$ cat config.mk
export PLATFORM = sky130hd
export DESIGN_NAME = sra_spi_slave
export DESIGN_NICKNAME = d
export VERILOG_FILES = /design/src/verilog/sra_sync.v /design/src/verilog/sra_spi_slave.v
export VERILOG_INCLUDE_DIRS = /design/src /design/src/verilog
export SDC_FILE = /design/constraint.sdc
export NUM_CORES = 1
export LEC_CHECK = 0
export BUFFER_PORTS_ARGS = -buffer_cell sky130_fd_sc_hd__buf_2
export CAP_MARGIN = 40
export CORE_UTILIZATION = 60
export CTS_BUF_LIST = sky130_fd_sc_hd__clkbuf_4
export CTS_CLUSTER_DIAMETER = 60
export DETAILED_ROUTE_END_ITERATION = 7
export PLACE_DENSITY_LB_ADDON = 0.25
export SLEW_MARGIN = 20
export SYNTH_ARGS = -nofsm -noshare
export SYNTH_HDL_FRONTEND = slang
export SYNTH_HIERARCHICAL = 1
export SYNTH_SLANG_ARGS = --single-unit
$ cat constraint.sdc
create_clock -name i_sys_clk -period 3.6 [get_ports i_sys_clk]
set_clock_uncertainty 0.05 [all_clocks]
set_input_delay 0.18 -clock i_sys_clk [delete_from_list [all_inputs] [get_ports i_sys_clk]]
set_output_delay 0.18 -clock i_sys_clk [all_outputs]
set_load 0.03 [all_outputs]
$ cat src/verilog/sra_map.vh
// Constants of the serial register access port: addresses, field positions, counts
`ifndef SRA_MAP_VH
`define SRA_MAP_VH

// Word and frame geometry
`define SRA_WORD_W 16
`define SRA_CNT_W 5
`define SRA_ADDR_LAST 5'h0f
`define SRA_FRAME_LAST 5'h1f
`define SRA_CNT_RST 5'h00
`define SRA_CNT_ONE 5'h01

// Address word fields
`define SRA_DIR_BIT 15
`define SRA_IDX_W 15

// Register indices (address word bits 14..0)
`define SRA_IDX_MEAS 15'h0100
`define SRA_IDX_CHKSUM 15'h0108
`define SRA_IDX_LINPOS 15'h0122
`define SRA_IDX_SEQ 15'h000b

// Writable configuration block at indices 0 .. SRA_CFG_WORDS-1
`define SRA_CFG_WORDS 16
`define SRA_CFG_AW 4
`define SRA_CFG_HI_W 11
`define SRA_CFG_HI_ZERO 11'h000

// Sequencer control fields
`define SRA_READY_TRISTATE_ENABLE_BIT 1

// Reset values
`define SRA_WORD_RST 16'h0000
`define SRA_SYNC_W 3
// Synchroniser reset levels: chip select starts deselected, SCK and MOSI low
`define SRA_SYNC_RST 3'h4

// Configuration slot of the sequencer control word
`define SRA_SEQ_SLOT 4'hb
`define SRA_CFG_ONE 16'h0001

// Edge detector arming after reset
`define SRA_ARM_W 3
`define SRA_ARM_RST 3'h0

`endif

$ cat src/verilog/sra_sync.v
// Two-flop synchroniser for a group of asynchronous inputs
module sra_sync
#(
    parameter WIDTH = 3,
    parameter [WIDTH-1:0] RST_VAL = {WIDTH{1'b0}}
)
(
    // Clock and reset
    input wire i_sys_clk,
    input wire i_rstn,
    // Asynchronous inputs and their synchronised copies
    input wire [WIDTH-1:0] i_async,
    output wire [WIDTH-1:0] o_sync
);

    genvar g;
    generate
        for (g = 0; g < WIDTH; g = g + 1)
        begin : g_bit
            reg meta_ff;
            reg sync_ff;
            always @(posedge i_sys_clk or negedge i_rstn)
            begin
                if (!i_rstn)
                begin
                    meta_ff <= RST_VAL[g];
                    sync_ff <= RST_VAL[g];
                end
                else
                begin
                    meta_ff <= i_async[g];
                    sync_ff <= meta_ff;
                end
            end
            assign o_sync[g] = sync_ff;
        end
    endgenerate

endmodule

$ cat src/verilog/sra_spi_slave.v
// Serial register access port: 32-bit SPI frames, register file, checksum and ready output
`include "sra_map.vh"

// What this block does
// - MOSI is captured and MISO is presented for capture on the rising SCK edge.
// - A frame is 32 bits: 16-bit address followed by 16 data bits.
// - Address bit 15 picks direction: zero reads, one writes configuration data.
// - Read frame shifts the addressed register out after the 16 address clocks.
// - Measurement reads return the latest finished result, updated once each completes.
// - Write frame shifts old contents out meanwhile; its 16 data bits are stored only at configuration indices.
// - During the next address after a write, MISO echoes the previous address word.
// - Ready rises on new measurement data, clears on reading measurement_result or linearized_position.
// - Each register read XORs the value read into the running checksum.
// - The running checksum is readable at register read_checksum.
// - Without chip select, frames are delimited by counting SCK cycles alone.
// - MISO is driven only while chip select is asserted, else released.
// - Every serially reachable register is 16 bits wide.
// - With ready tristate set, ready floats except driven high while selected with new measurement data pending.
module sra_spi_slave
(
    // Clock and reset
    input wire i_sys_clk,
    input wire i_rstn,
    // Serial pins
    input wire i_sck,
    input wire i_mosi,
    input wire i_cs_n,
    output wire o_miso,
    output wire o_miso_oe,
    // Measurement pipeline side
    input wire i_meas_valid,
    input wire [15:0] i_meas_result,
    input wire [15:0] i_lin_pos,
    // Ready pin
    output wire o_ready,
    output wire o_ready_oe,
    // Configuration towards the sequencer
    output wire [15:0] o_seq_ctrl
);

    wire [`SRA_SYNC_W-1:0] sync_out;
    wire sck_s;
    wire mosi_s;
    wire cs_n_s;

    // Chip select resets deselected, so MISO stays released right after reset
    sra_sync #(.WIDTH(`SRA_SYNC_W), .RST_VAL(`SRA_SYNC_RST)) u_sync
    (
        .i_sys_clk(i_sys_clk),
        .i_rstn(i_rstn),
        .i_async({i_cs_n, i_mosi, i_sck}),
        .o_sync(sync_out)
    );

    assign sck_s = sync_out[0];
    assign mosi_s = sync_out[1];
    assign cs_n_s = sync_out[2];

    reg sck_d_ff;
    reg [`SRA_ARM_W-1:0] arm_ff;
    reg [`SRA_CNT_W-1:0] cnt_ff;
    reg [`SRA_WORD_W-1:0] rx_ff;
    reg [`SRA_WORD_W-1:0] addr_ff;
    reg [`SRA_WORD_W-1:0] tx_ff;
    reg [`SRA_WORD_W-1:0] rd_val_ff;
    reg [`SRA_WORD_W-1:0] chk_ff;
    reg [`SRA_WORD_W-1:0] meas_ff;
    reg [`SRA_WORD_W-1:0] lin_ff;
    reg rdy_flag_ff;
    reg ready_ff;
    reg ready_oe_ff;
    reg miso_oe_ff;

    reg [`SRA_CNT_W-1:0] nxt_cnt;
    reg [`SRA_WORD_W-1:0] nxt_tx;
    reg [`SRA_WORD_W-1:0] sel_val;

    wire sck_rise;
    wire [`SRA_WORD_W-1:0] rx_word;
    wire addr_done;
    wire frame_done;
    wire is_write;
    wire [`SRA_IDX_W-1:0] cur_idx;
    wire [`SRA_IDX_W-1:0] frm_idx;
    wire cfg_hit;
    wire [`SRA_CFG_WORDS-1:0] cfg_sel;
    wire rd_event;
    wire rdy_clear;
    wire [`SRA_WORD_W-1:0] cfg_rd [0:`SRA_CFG_WORDS-1];

    // Rising SCK seen after synchronisation; ignored until the detector holds a real pin level
    assign sck_rise = sck_s & ~sck_d_ff & arm_ff[`SRA_ARM_W-1];
    assign rx_word = {rx_ff[`SRA_WORD_W-2:0], mosi_s};
    assign addr_done = sck_rise & (cnt_ff == `SRA_ADDR_LAST);
    assign frame_done = sck_rise & (cnt_ff == `SRA_FRAME_LAST);
    assign cur_idx = rx_word[`SRA_IDX_W-1:0];
    assign frm_idx = addr_ff[`SRA_IDX_W-1:0];
    assign is_write = addr_ff[`SRA_DIR_BIT];
    assign cfg_hit = (frm_idx[`SRA_IDX_W-1:`SRA_CFG_AW] == `SRA_CFG_HI_ZERO);
    assign cfg_sel = `SRA_CFG_ONE << frm_idx[`SRA_CFG_AW-1:0];
    assign rd_event = addr_done & ~rx_word[`SRA_DIR_BIT];
    assign rdy_clear = rd_event & ((cur_idx == `SRA_IDX_MEAS) | (cur_idx == `SRA_IDX_LINPOS));

    // Register read mux on the address just completed
    always @*
    begin
        sel_val = `SRA_WORD_RST;
        case (cur_idx)
            `SRA_IDX_MEAS: sel_val = meas_ff;
            `SRA_IDX_CHKSUM: sel_val = chk_ff;
            `SRA_IDX_LINPOS: sel_val = lin_ff;
            default:
            begin
                if (cur_idx[`SRA_IDX_W-1:`SRA_CFG_AW] == `SRA_CFG_HI_ZERO)
                begin
                    sel_val = cfg_rd[cur_idx[`SRA_CFG_AW-1:0]];
                end
            end
        endcase
    end

    // Bit counter: cleared by chip select, otherwise free counting of SCK
    always @*
    begin
        nxt_cnt = cnt_ff;
        if (cs_n_s)
        begin
            nxt_cnt = `SRA_CNT_RST;
        end
        else if (sck_rise)
        begin
            nxt_cnt = cnt_ff + `SRA_CNT_ONE;
        end
    end

    // Transmit shifter: load at word boundaries, shift on all other rising edges while selected
    always @*
    begin
        nxt_tx = tx_ff;
        if (addr_done)
        begin
            nxt_tx = sel_val;
        end
        else if (frame_done)
        begin
            if (is_write)
            begin
                nxt_tx = addr_ff;
            end
            else
            begin
                nxt_tx = rd_val_ff;
            end
        end
        else if (sck_rise & ~cs_n_s)
        begin
            nxt_tx = {tx_ff[`SRA_WORD_W-2:0], 1'b0};
        end
    end

    always @(posedge i_sys_clk or negedge i_rstn)
    begin
        if (!i_rstn)
        begin
            sck_d_ff <= 1'b0;
            arm_ff <= `SRA_ARM_RST;
            cnt_ff <= `SRA_CNT_RST;
            rx_ff <= `SRA_WORD_RST;
            addr_ff <= `SRA_WORD_RST;
            tx_ff <= `SRA_WORD_RST;
            rd_val_ff <= `SRA_WORD_RST;
        end
        else
        begin
            sck_d_ff <= sck_s;
            arm_ff <= {arm_ff[`SRA_ARM_W-2:0], 1'b1};
            cnt_ff <= nxt_cnt;
            tx_ff <= nxt_tx;
            if (sck_rise & ~cs_n_s)
            begin
                rx_ff <= rx_word;
            end
            if (addr_done)
            begin
                addr_ff <= rx_word;
                rd_val_ff <= sel_val;
            end
        end
    end

    // Latest measurement results and the ready flag
    always @(posedge i_sys_clk or negedge i_rstn)
    begin
        if (!i_rstn)
        begin
            meas_ff <= `SRA_WORD_RST;
            lin_ff <= `SRA_WORD_RST;
            rdy_flag_ff <= 1'b0;
        end
        else
        begin
            if (i_meas_valid)
            begin
                meas_ff <= i_meas_result;
                lin_ff <= i_lin_pos;
                rdy_flag_ff <= 1'b1;
            end
            else if (rdy_clear)
            begin
                rdy_flag_ff <= 1'b0;
            end
        end
    end

    // Running checksum over every read value
    always @(posedge i_sys_clk or negedge i_rstn)
    begin
        if (!i_rstn)
        begin
            chk_ff <= `SRA_WORD_RST;
        end
        else if (rd_event)
        begin
            chk_ff <= chk_ff ^ sel_val;
        end
    end

    // Configuration words, written at the end of a write frame
    genvar g;
    generate
        for (g = 0; g < `SRA_CFG_WORDS; g = g + 1)
        begin : g_cfg
            reg [`SRA_WORD_W-1:0] word_ff;
            always @(posedge i_sys_clk or negedge i_rstn)
            begin
                if (!i_rstn)
                begin
                    word_ff <= `SRA_WORD_RST;
                end
                else if (frame_done & is_write & cfg_hit & cfg_sel[g])
                begin
                    word_ff <= rx_word;
                end
            end
            assign cfg_rd[g] = word_ff;
        end
    endgenerate

    // Pin drivers
    always @(posedge i_sys_clk or negedge i_rstn)
    begin
        if (!i_rstn)
        begin
            miso_oe_ff <= 1'b0;
            ready_ff <= 1'b0;
            ready_oe_ff <= 1'b0;
        end
        else
        begin
            miso_oe_ff <= ~cs_n_s;
            if (cfg_rd[`SRA_SEQ_SLOT][`SRA_READY_TRISTATE_ENABLE_BIT])
            begin
                ready_ff <= 1'b1;
                ready_oe_ff <= rdy_flag_ff & ~cs_n_s;
            end
            else
            begin
                ready_ff <= rdy_flag_ff;
                ready_oe_ff <= 1'b1;
            end
        end
    end

    assign o_miso = tx_ff[`SRA_WORD_W-1];
    assign o_miso_oe = miso_oe_ff;
    assign o_ready = ready_ff;
    assign o_ready_oe = ready_oe_ff;
    assign o_seq_ctrl = cfg_rd[`SRA_SEQ_SLOT];

endmodule

# == Word-level counts from Yosys, hierarchy flattened ==
# Index checks and enable logic that the tools add are counted.
# classes
addsub,1
mul,0
div_mod_pow,0
order_cmp,1
n_eq_ne,5
shift,1
n_mux,15
n_bitwise,32
n_reduce_logical,5
# op_table
operator,n
two-way mux 16 bit,7
binary-select mux 16 bit (select 4 bit),1
case mux 16 bit (3 select lines),1
equality test 15 x 9 -> 1 bit (second input constant),3
bitwise AND 1 bit,26
zero test 11 bit,2
<< shifter 1 x 4 -> 16 bit (first input constant),1
XOR 16 bit,1
two-way mux 5 bit,2
adder 5 x 1 -> 5 bit (second input constant),1
equality test 5 x 4 -> 1 bit (second input constant),1
equality test 5 bit (second input constant),1
greater-or-equal comparator 5 bit (second input constant),1
inverter 4 -> 5 bit,1
two-way mux 1 bit,4
nonzero test 2 bit,2
inverter 1 bit,3
nonzero test 3 bit,1
OR 1 bit,1
# totals
regBits,386
latchBits,0
ramBits,0
mem_bits_ro,0
in_bits,38
output_inout_bits,20
word_cells,96
mem_count,0

# == Logic depth before layout (Yosys ltp) ==
# Gate-level depths: netlist of the first run.
# logic_depth
word_depth,8
ltp_mapped,10
ltp_nobuf,8

# == By module ==
# Netlist of the first run, hierarchy kept.
# modules_own_cells
mod,instances,cells_per_inst,area_per_inst_um2,seq_area_each_um2
sra_spi_slave,1,1305,17914.7,9509.1
sra_sync,1,9,175.2,152.6

# == Worst setup path after synthesis of the first run ==
# Ideal clock, no wire load.
# synth_path
path_kind,register to register
from,register cnt_ff[0]
to,register g_cfg[0].word_ff[10]
setup_time_ps,125
arrival_time_ps,2514
setup_slack_ps,911
path_stages_with_launch,10
path_buffers,2
path_cell_list,dfrtp_1 -> ha_1 -> and3_1 -> ha_1 -> and4b_1 -> nand4_2 -> buf_6 -> nor4_4 -> buf_4 -> mux2_2
# synth_between
elab_chain_len,5
# synth_lines
item,line,text
"start, declared",sra_spi_slave.v:61,reg [`SRA_CNT_W-1:0] cnt_ff;
"start signal, assigned",sra_spi_slave.v:167,cnt_ff <= `SRA_CNT_RST;
"start signal, assigned",sra_spi_slave.v:177,cnt_ff <= nxt_cnt;
equality test 5 bit (no line),-,
bitwise AND 1 bit,sra_spi_slave.v:95,assign frame_done = sck_rise & (cnt_ff == `SRA_FRAME_LAST);
bitwise AND 1 bit (3 in series),sra_spi_slave.v:240,else if (frame_done & is_write & cfg_hit & cfg_sel[g])
"end signal, assigned",sra_spi_slave.v:238,word_ff <= `SRA_WORD_RST;
"end signal, assigned",sra_spi_slave.v:242,word_ff <= rx_word;
"end, declared",sra_spi_slave.v:233,reg [`SRA_WORD_W-1:0] word_ff;
# Every way passes these cells.
# A chain may end at the register's enable or synchronous reset.

# == Worst setup path after layout of the first run ==
# layout_path
from,register cnt_ff[0]
to,register g_cfg[15].word_ff[10]
# layout_between
elab_chain_len,5
# layout_lines
item,line
equality test 5 bit (no line),-
bitwise AND 1 bit,sra_spi_slave.v:95
bitwise AND 1 bit (3 in series),sra_spi_slave.v:240
"end signal, assigned",sra_spi_slave.v:238
"end signal, assigned",sra_spi_slave.v:242
"end, declared",sra_spi_slave.v:233
# Every way passes these cells.

==> metrics.md, run 1 <==
| Metric | Value |
|---|---|
| FF-to-FF Start | `cnt_ff[0]` |
| Routed length per instance | `23.1 um` |
| Synthesized cell area | `18,100 um^2` |
| Vias/cell | `6.23` |
| Initial antenna violation count | `1` |
| #FFs+latches synth | `386` |
| Core area | `29,600 um^2` |
| HPWL Detailed | `27,800 um` |
| Ports | `58` |
| Clock Power Share | `40.7%` |
| Die Area | `30,800 um^2` |
| R2R Setup Slk | `0.53 ns` |
| Crit path top cell by count | `ha_1` |
| Row cnt | `63` |
| Clk slew on worst S/H paths | `0.07 ns` |
| # DRC | `0` |
| Resized Gates After CTS | `0` |
| Width of the die | `176 um` |
| Critical path buffers and inverters | `1` |
| Final Max Slew Viols | `0` |
| Post-synthesis async set-or-reset flop share | `100%` |
| Design area | `20,600 um^2` |
| Setup TNS | `0 ns` |
| Router iterations before antenna repair | `5` |
| Power share of the sequential group | `50.7%` |
| Final ANT Viol Nets | `0` |
| CTS Root Cell | `clkbuf_4` |
| FMAX | `326 MHz` |
| Critical-path cell list | `ha_1 > and3_1 > ha_1 > and4b_1 > nand4_2 > or4_1 > buf_4 > mux2_1` |
| Max FO, Critical Path | `8` |
| Critical path startpoint category | `flop` |
| Syn_nets | `1,355` |
| Max-Cap Viols | `0` |
| Num CTS Buffers | `101` |
| Global-route wire length before repair | `70,900 um` |
| Port-buffer cells | `57` |
| Slew at the pin with the worst max-slew slack | `0.838 ns` |
| Switching pwr | `2370 uW` |
| Reg2Reg Depth | `8` |
| Tmin final | `3.07 ns` |
| Run status | `finished, final reports clean` |
| Final hold vios | `0` |
| Number of flops mapped to enable cells by yosys | `0` |
| Share of layout cells above drive strength 1 | `43.8%` |
| Largest stage delay on the critical path | `0.79 ns` |
| Drt total wl | `44,400 um` |
| Avg Inst Size Synth | `13.8 um^2` |
| Tcrit/Tclk final | `85.3%` |
| Clock latency on the worst-skew pair | `0.76 ns` |
| Final Setup Violations | `0` |
| Sink Count | `386` |
| Area contributors post-synth | `dfrtp_1 (53%), mux2_2 (18%), mux4_2 (7.5%), nand2_1 (2.8%), nor4_4 (2.0%)` |
| RD Place Congestion | `0.873` |
| Synth top area share | `53.1%` |
| Critical path class | `reg -> reg` |
| Power Dens Cells | `435 nW/um^2` |
| Filler cell count in the final layout | `2,089` |
| Largest net degree at the start of global routing | `99` |
| Grt ovf | `0` |
| Internal power | `6580 uW` |
| Max clock buf depth | `3` |
| Die Height | `176 um` |
| Setup crit end kind | `flop` |
| Logic pwr share | `8.6%` |
| Seq/Total Area, Yosys | `53.4%` |
| CTS tree | `yes` |
| Pleak | `0.00982 uW` |
| DR iter-0 viols | `876` |
| Initial Utilization | `61.0%` |
| Peak VDD IR | `0.249 mV` |
| Sw frac | `26.5%` |
| Clock H-tree levels | `3` |
| Main synth FF type | `dfrtp_1` |
| GRT Total Usage | `30.3%` |
| Vias in the first global route | `12,635` |
| Cell area after placement | `18,900 um^2` |
| CP arrival | `3.62 ns` |
| Largest area contributor in the netlist | `dfrtp_1` |
| Nets | `1,506` |
| Slowest CP cell | `or4_1` |
| Hold WC Path Type | `in -> async` |
| WP data required | `4.15 ns` |
| P&R area growth vs syn | `13.6%` |
| Crit path max-delay family | `simple AND/OR/NAND/NOR gates` |
| Slew margin rel. | `44.0%` |
| Reg2reg end | `g_cfg[15].word_ff[10]` |
| Yosys synthesis warning count | `6` |
| Mapped Cells | `1,314` |
| RSZ-0062 raised after global routing | `false` |
| Post-CTS setup buffer count | `0` |
| Distinct cells, synth | `63` |
| Vias | `11,967` |
| Post-CTS Hold Buffers | `41` |
## power groups by stage
stage | Clock, uW | Combinational [uW] | Sequential (uW)
CTS | 3720 | 766 | 4530
global route | 3930 | 815 | 4540
global placement | 0 | 720 | 4610
finish | 3640 | 773 | 4530
floorplan | 0 | 489 | 4510
detailed placement | 0 | 725 | 4610
## layout by cell type, fill, tap and decap left out, types with 6 or more instances in the layout
master	n
nand2_1	137
clkbuf_4	141
dlygate4sd3_1	40
buf_12	8
mux4_2	60
o21ai_0	11
a211oi_1	10
buf_2	56
a222oi_1	8
inv_1	12
nand3_1	19
xor2_1	9
dfrtp_1	381
mux2_2	294
nor4_4	17
buf_4	61
a22o_1	6
a31o_1	8
nor2b_1	7
or4_1	7
mux2_1	23
a31oi_1	36
clkinv_1	18
nor2_1	21
o21a_1	23
clkinv_2	6
nand4_1	8
a22oi_1	17
mux2i_1	7
## kinds of logic (layout without fill, tap and decap cells)
| family | after synthesis | in the layout | share of synthesized area [%] |
|---|---|---|---|
| and+or+nand+nor | 251 | 251 | 8.18 |
| adders and majority gates | 3 | 3 | 0.208 |
| buffers and inverters | 133 | 349 | 3.58 |
| xor gates and xnor gates | 10 | 10 | 0.484 |
| other | 1 | 2 | 0.0207 |
| muxes | 393 | 393 | 28.6 |
| DFF | 386 | 386 | 53.4 |
| AOI/OAI and AO/OA | 137 | 137 | 5.53 |
## cell usage after synthesis, types with 8 or more instances
cell      instances
a211oi_1         10
a222oi_1          8
a22oi_1          17
a31o_1            8
a31oi_1          36
buf_2            17
buf_4            18
buf_6             8
clkbuf_1         70
dfrtp_1         384
inv_1            12
mux2_1           23
mux2_2          294
mux4_2           60
nand2_1         137
nand3_1          19
nand4_1           8
nor2_1           21
nor4_4           17
o21a_1           23
o21ai_0          11
xor2_1            9
## registers in the layout (all words and copies together) (netlist names)
name / count
g_cfg.word_ff: 240
addr_ff: 16
chk_ff: 16
lin_ff: 16
meas_ff: 16
o_seq_ctrl: 16
rd_val_ff: 16
tx_ff: 16
rx_ff: 15
cnt_ff: 5
arm_ff: 3
u_sync/g_bit.meta_ff: 3
u_sync/g_bit.sync_ff: 3
o_miso_oe: 1
o_ready: 1
o_ready_oe: 1
rdy_flag_ff: 1
sck_d_ff: 1
## routing by layer
metal / global-route usage [%] / up-vias / part of all wire, %
li1: - / 5175 / -
met1: 40.1 / 6242 / 42
met2: 47.2 / 431 / 48
met3: 6.49 / 119 / 6.0
met4: 15.8 / 0 / 4.6
met5: 0 / - / 0
## worst register-to-register path, delay by kind of cell (launching register included)
family | cells | cell delay, ns
simple gates | 4 | 1.56
fa+ha+maj | 2 | 0.34
mux | 1 | 0.32
flops | 1 | 0.39
buf+inv | 1 | 0.29
## cell type report
type                    count  area (um^2)  share of cell area (%)
clock buffers             141         1060                    5.15
inverters                  14         52.6                   0.256
well taps                 390          488                    2.37
repair buffers            167         1340                    6.52
clock inverters            27          148                   0.718
multi-input cells         795         7800                    37.9
flip-flops and latches    386         9670                    47.0
diodes                      1         2.50                  0.0122
## worst max-delay path by stage
| stage | start | to | slack, ns | cells past startpoint |
|---|---|---|---|---|
| CTS | cnt_ff[0] | g_cfg[15].word_ff[11] | 0.54 | 8 |
| floorplan | cnt_ff[0] | g_cfg[0].word_ff[10] | 0.91 | 9 |
| global route | cnt_ff[0] | g_cfg[15].word_ff[11] | 0.41 | 8 |
| finish | cnt_ff[0] | g_cfg[15].word_ff[10] | 0.53 | 8 |
| detailed placement | cnt_ff[0] | g_cfg[15].word_ff[14] | 0.55 | 8 |
| global placement | cnt_ff[0] | g_cfg[15].word_ff[8] | 0.61 | 8 |
## per-stage QoR
stage	cells	hold slack, ns	power, uW	worst slack (ns)	util [%]
after floorplan	1314	-0.166	4990	0.911	-
after global placement	1711	0.140	5330	0.609	63.8
after detailed placement	1711	0.138	5340	0.549	63.8
after CTS	1920	0.00754	9020	0.542	69.4
after global routing	1921	0.0403	9290	0.413	69.4
final	1921	0.0701	8950	0.530	69.4
Power figures use the tool's default switching activity.
==> inputs of run 2 (changes only) <==
--- a/config.mk
+++ b/config.mk
@@ -12,6 +12,7 @@
 export CTS_BUF_LIST = sky130_fd_sc_hd__clkbuf_4
 export CTS_CLUSTER_DIAMETER = 60
 export DETAILED_ROUTE_END_ITERATION = 7
+export MAX_ROUTING_LAYER = met4
 export PLACE_DENSITY_LB_ADDON = 0.25
 export SLEW_MARGIN = 20
 export SYNTH_ARGS = -nofsm -noshare
==> run 2 against run 1 <==
Effect of this change: worst setup slack barely moved; cell area did not move; critical endpoint unchanged; largest power group unchanged; maximum frequency hardly changed; register-to-register slack hardly changed; power is essentially flat; first-iteration DRC count is 1.9% lower.
==> metrics.md, run 2 (synthesis gave the netlist of run 1 again) <==
| Metric | Value |
|---|---|
| Run status | `finished, final reports clean` |
| Critical path buffers and inverters | `1` |
| Core area | `29,600 um^2` |
| Reg2reg end | `g_cfg[15].word_ff[10]` |
| CP Depth | `8` |
| P&R area growth vs syn | `13.6%` |
| Sw frac | `26.4%` |
| CP endpoint | `g_cfg[15].word_ff[10]` |
| Crit path max-delay family | `simple AND/OR/NAND/NOR gates` |
| Hold WC Path Type | `in -> async` |
| FMAX | `326 MHz` |
| Setup TNS | `0 ns` |
| Non-filler instance count after layout | `1,921` |
| Port-buffer cells | `57` |
| Drt total wl | `44,200 um` |
| Final hold vios | `0` |
| Pleak | `0.00982 uW` |
| HPWL Detailed | `27,800 um` |
| Nets | `1,506` |
| Peak VDD IR | `0.251 mV` |
| Clock H-tree levels | `3` |
| Num CTS Buffers | `101` |
| Sink Count | `386` |
| Max-Cap Viols | `0` |
| Logic pwr share | `8.6%` |
| Reg2Reg Depth | `8` |
| Max FO, Critical Path | `8` |
| # DRC | `0` |
| Filler cell count in the final layout | `2,089` |
| Crit path launch | `cnt_ff[0]` |
| Switching pwr | `2370 uW` |
| Ports | `58` |
| Die Area | `30,800 um^2` |
| Initial Utilization | `61.0%` |
| Slew at the pin with the worst max-slew slack | `0.848 ns` |
| Die Height | `176 um` |
| GRT met2 Usage | `47.3%` |
| CTS Root Cell | `clkbuf_4` |
| Vias in the first global route | `12,643` |
| Max reg flops | `240` |
| Design area | `20,600 um^2` |
| Tmin final | `3.07 ns` |
| Vias/cell | `6.21` |
| WP data required | `4.15 ns` |
| Router iterations before antenna repair | `7` |
| Largest net degree at the start of global routing | `99` |
| Most frequent cells in the layout | `dfrtp_1 (381), mux2_2 (294), clkbuf_4 (141)` |
| Routed length per instance | `23.0 um` |
| Final Setup Violations | `0` |
| GRT met3 Usage | `6.13%` |
| Critical path startpoint category | `flop` |
| RSZ-0062 raised after global routing | `false` |
| Util after Layout | `69.4%` |
| Resized Gates After CTS | `0` |
| DR iter-0 viols | `859` |
| Tcrit/Tclk final | `85.3%` |
| Critical path class | `reg -> reg` |
| Global-route wire length before repair | `70,900 um` |
| Placed Cells | `1,711` |
| GRT Total Usage | `31.2%` |
| Initial antenna violation count | `1` |
| Grt ovf | `0` |
| Max clock buf depth | `3` |
| R2R Setup Slk | `0.53 ns` |
| Cell area after placement | `18,900 um^2` |
| Final ANT Viol Nets | `0` |
| Clock Power Share | `40.7%` |
| Slowest CP cell | `or4_1` |
| Vias | `11,921` |
| Row cnt | `63` |
| Final Max Slew Viols | `0` |
| Clock latency on the worst-skew pair | `0.76 ns` |
| CP arrival | `3.62 ns` |
| Share of layout cells above drive strength 1 | `43.8%` |
| CTS tree | `yes` |
| FF-to-FF Start | `cnt_ff[0]` |
| Crit path top cell by count | `ha_1` |
| Largest stage delay on the critical path | `0.79 ns` |
| WHS | `0.0643 ns` |
| Clk slew on worst S/H paths | `0.07 ns` |
| Critical-path cell list | `ha_1 > and3_1 > ha_1 > and4b_1 > nand4_2 > or4_1 > buf_4 > mux2_1` |
| Top reg by flops | `g_cfg.word_ff` |
| Power share of the sequential group | `50.7%` |
| Slew margin rel. | `43.4%` |
| RD Place Congestion | `0.888` |
| Met1 GRT Util | `40.3%` |
| Internal power | `6580 uW` |
| Gr busiest metal | `met2` |
| Power Dens Cells | `435 nW/um^2` |
| Setup crit end kind | `flop` |
| Most common cell after layout, fill and taps aside | `dfrtp_1` |
| Width of the die | `176 um` |
==> run 2: cell counts in the layout (fill, tap and decap cells not counted) <==
Identical to the previous run, type by type.
==> run 2: timing repair <==
action	CTS	global route
hold endpoints to repair	420	0
hold buffers	41	0
setup buffers	0	0
endpoints found under the setup margin	0	0
==> run 2: area by class of cell <==
class	instances	area, um^2	share of cell area, %
flip-flops and latches	386	9670	47.0
diodes	1	2.50	0.0122
clock inverters	27	148	0.718
repair buffers	167	1340	6.52
clock buffers	141	1060	5.15
multi-input cells	795	7800	37.9
well taps	390	488	2.37
inverters	14	52.6	0.256
==> run 2: per-layer routing <==
metal / wire [um] / vias to the layer above
li1: - / 5173
met1: 18500 / 6177
met2: 20900 / 453
met3: 2750 / 118
met4: 2070 / 0
met5: 0 / -
==> run 2: worst reg2reg max path: stages (launching register included) <==
cell     delay (ns)
dfrtp_1        0.39
ha_1           0.18
and3_1         0.19
ha_1           0.16
and4b_1        0.33
nand4_2        0.26
or4_1          0.80
buf_4          0.29
mux2_1         0.32
==> run 2: how the worst min path moves through the flow <==
stage | startpoint | endpoint | slack [ns]
6_report | i_rstn | o_seq_ctrl[3] | 0.06
5_1_grt | i_rstn | o_seq_ctrl[3] | 0.04
4_1_cts | i_rstn | rx_ff[7] | 0.008
3_5_place_dp | i_rstn | meas_ff[13] | 0.14
3_3_place_gp | i_rstn | meas_ff[11] | 0.14
2_1_floorplan | i_rstn | addr_ff[0] | -0.17
==> run 2: metrics by stage <==
stage | total power, uW | setup slack, ns
2_1_floorplan | 4990 | 0.911
3_3_place_gp | 5330 | 0.609
3_5_place_dp | 5340 | 0.549
4_1_cts | 9020 | 0.542
5_1_grt | 9290 | 0.403
6_report | 8950 | 0.530
==> run 2: power groups by stage <==
stage                     Sequential, uW  Clock [uW]  Combinational [uW]
after floorplan                     4510           0                 489
after global placement              4610           0                 720
after detailed placement            4610           0                 725
after CTS                           4530        3720                 766
after global routing                4540        3930                 815
final                               4530        3640                 773
==> inputs of run 3 (changes only) <==
--- a/config.mk
+++ b/config.mk
@@ -8,6 +8,7 @@
 export LEC_CHECK = 0
 export BUFFER_PORTS_ARGS = -buffer_cell sky130_fd_sc_hd__buf_2
 export CAP_MARGIN = 40
+export CORE_MARGIN = 2
 export CORE_UTILIZATION = 60
 export CTS_BUF_LIST = sky130_fd_sc_hd__clkbuf_4
 export CTS_CLUSTER_DIAMETER = 60
==> run 3 against run 2 <==
Effect of this change: the run now ends with design-rule violations, negative hold slack left; first-iteration DRC count increased by 2.9%; wire length decreased by 3.1%; maximum frequency decreased by 0.46%; worst setup slack got worse by 0.014 ns.
==> metrics.md, run 3 (synthesis gave the netlist of run 1 again) <==
| Metric | Value |
|---|---|
| Peak VDD IR | `0.235 mV` |
| Core area | `29,600 um^2` |
| FMAX | `324 MHz` |
| Die Height | `178 um` |
| Initial Utilization | `61.0%` |
| Util after Layout | `68.9%` |
| Run status | `finished, violations left` |
| WHS | `-0.00758 ns` |
| Slowest CP cell | `or4_1` |
| Global-route wire length before repair | `69,000 um` |
| Max-Cap Viols | `0` |
| Max FO, Critical Path | `15` |
| Pleak | `0.00975 uW` |
| Largest stage delay on the critical path | `0.61 ns` |
| Setup crit end kind | `flop` |
| Vias/cell | `6.16` |
| Port-buffer cells | `57` |
| Filler cell count in the final layout | `2,063` |
| Ports | `58` |
| Slew margin rel. | `44.1%` |
| Num CTS Buffers | `97` |
| CTS tree | `yes` |
| FF-to-FF Start | `cnt_ff[0]` |
| Failing checks | `design-rule violations, negative hold slack` |
| Final ANT Viol Nets | `0` |
| Vias in the first global route | `12,398` |
| Share of layout cells above drive strength 1 | `43.8%` |
| Tmin final | `3.08 ns` |
| Setup ws final | `0.516 ns` |
| Setup TNS | `0 ns` |
| GRT Total Usage | `29.4%` |
| Resized Gates After CTS | `0` |
| Most frequent cells in the layout | `dfrtp_1 (381), mux2_2 (294), clkbuf_4 (139)` |
| Critical path startpoint category | `flop` |
| Row cnt | `63` |
| Critical path buffers and inverters | `2` |
| Tcrit/Tclk final | `85.7%` |
| Width of the die | `178 um` |
| Hold WC Path Type | `in -> async` |
| Flip-flop and latch area | `9670 um^2` |
| Reg2Reg Depth | `9` |
| Drt total wl | `42,800 um` |
| DR iter-0 viols | `884` |
| CP arrival | `3.63 ns` |
| CTS Root Cell | `clkbuf_4` |
| Final hold vios | `1` |
| Clock latency on the worst-skew pair | `0.74 ns` |
| Grt ovf | `0` |
| Router iterations before antenna repair | `8` |
| Vias | `11,730` |
| RSZ-0062 raised after global routing | `false` |
| Die Area | `31,600 um^2` |
| HPWL Detailed | `27,100 um` |
| R2R Setup Slk | `0.52 ns` |
| Final Max Slew Viols | `0` |
| Critical path class | `reg -> reg` |
| Clk slew on worst S/H paths | `0.06 ns` |
| # DRC | `1` |
| Initial antenna violation count | `2` |
| Max clock buf depth | `3` |
| Routed length per instance | `22.5 um` |
| Largest net degree at the start of global routing | `100` |
| RD Place Congestion | `0.845` |
| Power Dens Cells | `430 nW/um^2` |
| Most common cell after layout, fill and taps aside | `dfrtp_1` |
| Sink Count | `386` |
| Crit path max-delay family | `simple AND/OR/NAND/NOR gates` |
| Area occupied by multi-input gates | `7800 um^2` |
| Nets | `1,497` |
| P&R area growth vs syn | `12.8%` |
| Critical-path cell list | `ha_1 > and3_1 > ha_1 > and4b_1 > nand4_2 > buf_4 > or4_1 > buf_4 > mux2_1` |
| Worst slack at placement | `0.520 ns` |
| Reg2reg end | `g_cfg[15].word_ff[12]` |
| Slew at the pin with the worst max-slew slack | `0.837 ns` |
| WP data required | `4.15 ns` |
| Max reg flops | `240` |
| Clock H-tree levels | `3` |
| Top reg by flops | `g_cfg.word_ff` |
| Final Setup Violations | `0` |
run 3: cell count changes in the layout (fill, tap and decap cells not counted):
cell | before | now
inv_6 | 0 | 2
clkinv_2 | 6 | 0
clkinv_4 | 1 | 3
inv_2 | 1 | 0
clkinvlp_4 | 2 | 1
buf_16 | 1 | 0
diode_2 | 1 | 2
inv_8 | 0 | 1
bufinv_16 | 1 | 0
buf_12 | 8 | 7
dlygate4sd3_1 | 40 | 37
clkinv_1 | 18 | 10
clkbuf_4 | 141 | 139
run 3: power by group:
group | internal (uW) | switching [uW] | leakage [uW] | total [uW]
clock | 1770 | 1730 | 0.000680 | 3490
combinational | 318 | 465 | 0.00380 | 783
sequential | 4400 | 100 | 0.00527 | 4500
total | 6480 | 2290 | 0.00975 | 8770
run 3: metrics by stage:
| stage | std cells | power (uW) | hold WS, ns | instance area [um^2] |
|---|---|---|---|---|
| floorplan | 1314 | 4990 | -0.166 | 18100 |
| detailed placement | 1710 | 5330 | 0.223 | 18900 |
| global route | 1903 | 9170 | 0.0554 | 20400 |
| finish | 1903 | 8770 | -0.00758 | 20400 |
| CTS | 1901 | 8860 | 0.0216 | 20400 |
| global placement | 1710 | 5320 | 0.230 | 18900 |
run 3: what timing repair did:
item / in CTS / in global routing
hold buffers: 37 / 0
hold endpoints to repair: 129 / 0
setup buffers: 0 / 0
run 3: worst register-to-register path, cell delays in order, from the launching register on:
cell,delay [ns]
dfrtp_1,0.39
ha_1,0.18
and3_1,0.19
ha_1,0.17
and4b_1,0.31
nand4_2,0.14
buf_4,0.28
or4_1,0.62
buf_4,0.30
mux2_1,0.33
run 3: per-layer routing:
metal  routed length [um]  global-route usage [%]  vias up  part of all wire [%]
met2                20500                    45.6      385                    48
met5                    0                       -        -                     0
met3                 2150                    4.80      116                   5.0
li1                     -                       -     5166                     -
met1                18300                    38.4     6063                    43
met4                 1820                    13.4        0                   4.3
run 3: worst max-delay path by stage:
stage	start	cells past startpoint	end
3_5_place_dp	cnt_ff[0]	9	g_cfg[15].word_ff[13]
5_1_grt	cnt_ff[0]	9	g_cfg[15].word_ff[14]
6_report	cnt_ff[0]	9	g_cfg[15].word_ff[12]
2_1_floorplan	cnt_ff[0]	9	g_cfg[0].word_ff[10]
3_3_place_gp	cnt_ff[0]	9	g_cfg[15].word_ff[10]
4_1_cts	cnt_ff[0]	9	g_cfg[15].word_ff[12]
run 3: cell type report:
class                           instances  share of cell area [%]
Sequential cell                       386                    47.4
Multi-Input combinational cell        795                    38.2
Timing Repair Buffer                  162                    6.19
Clock buffer                          139                    5.11
Tap cell                              390                    2.39
Clock inverter                         15                   0.454
Inverter                               14                   0.257
Antenna cell                            2                  0.0245
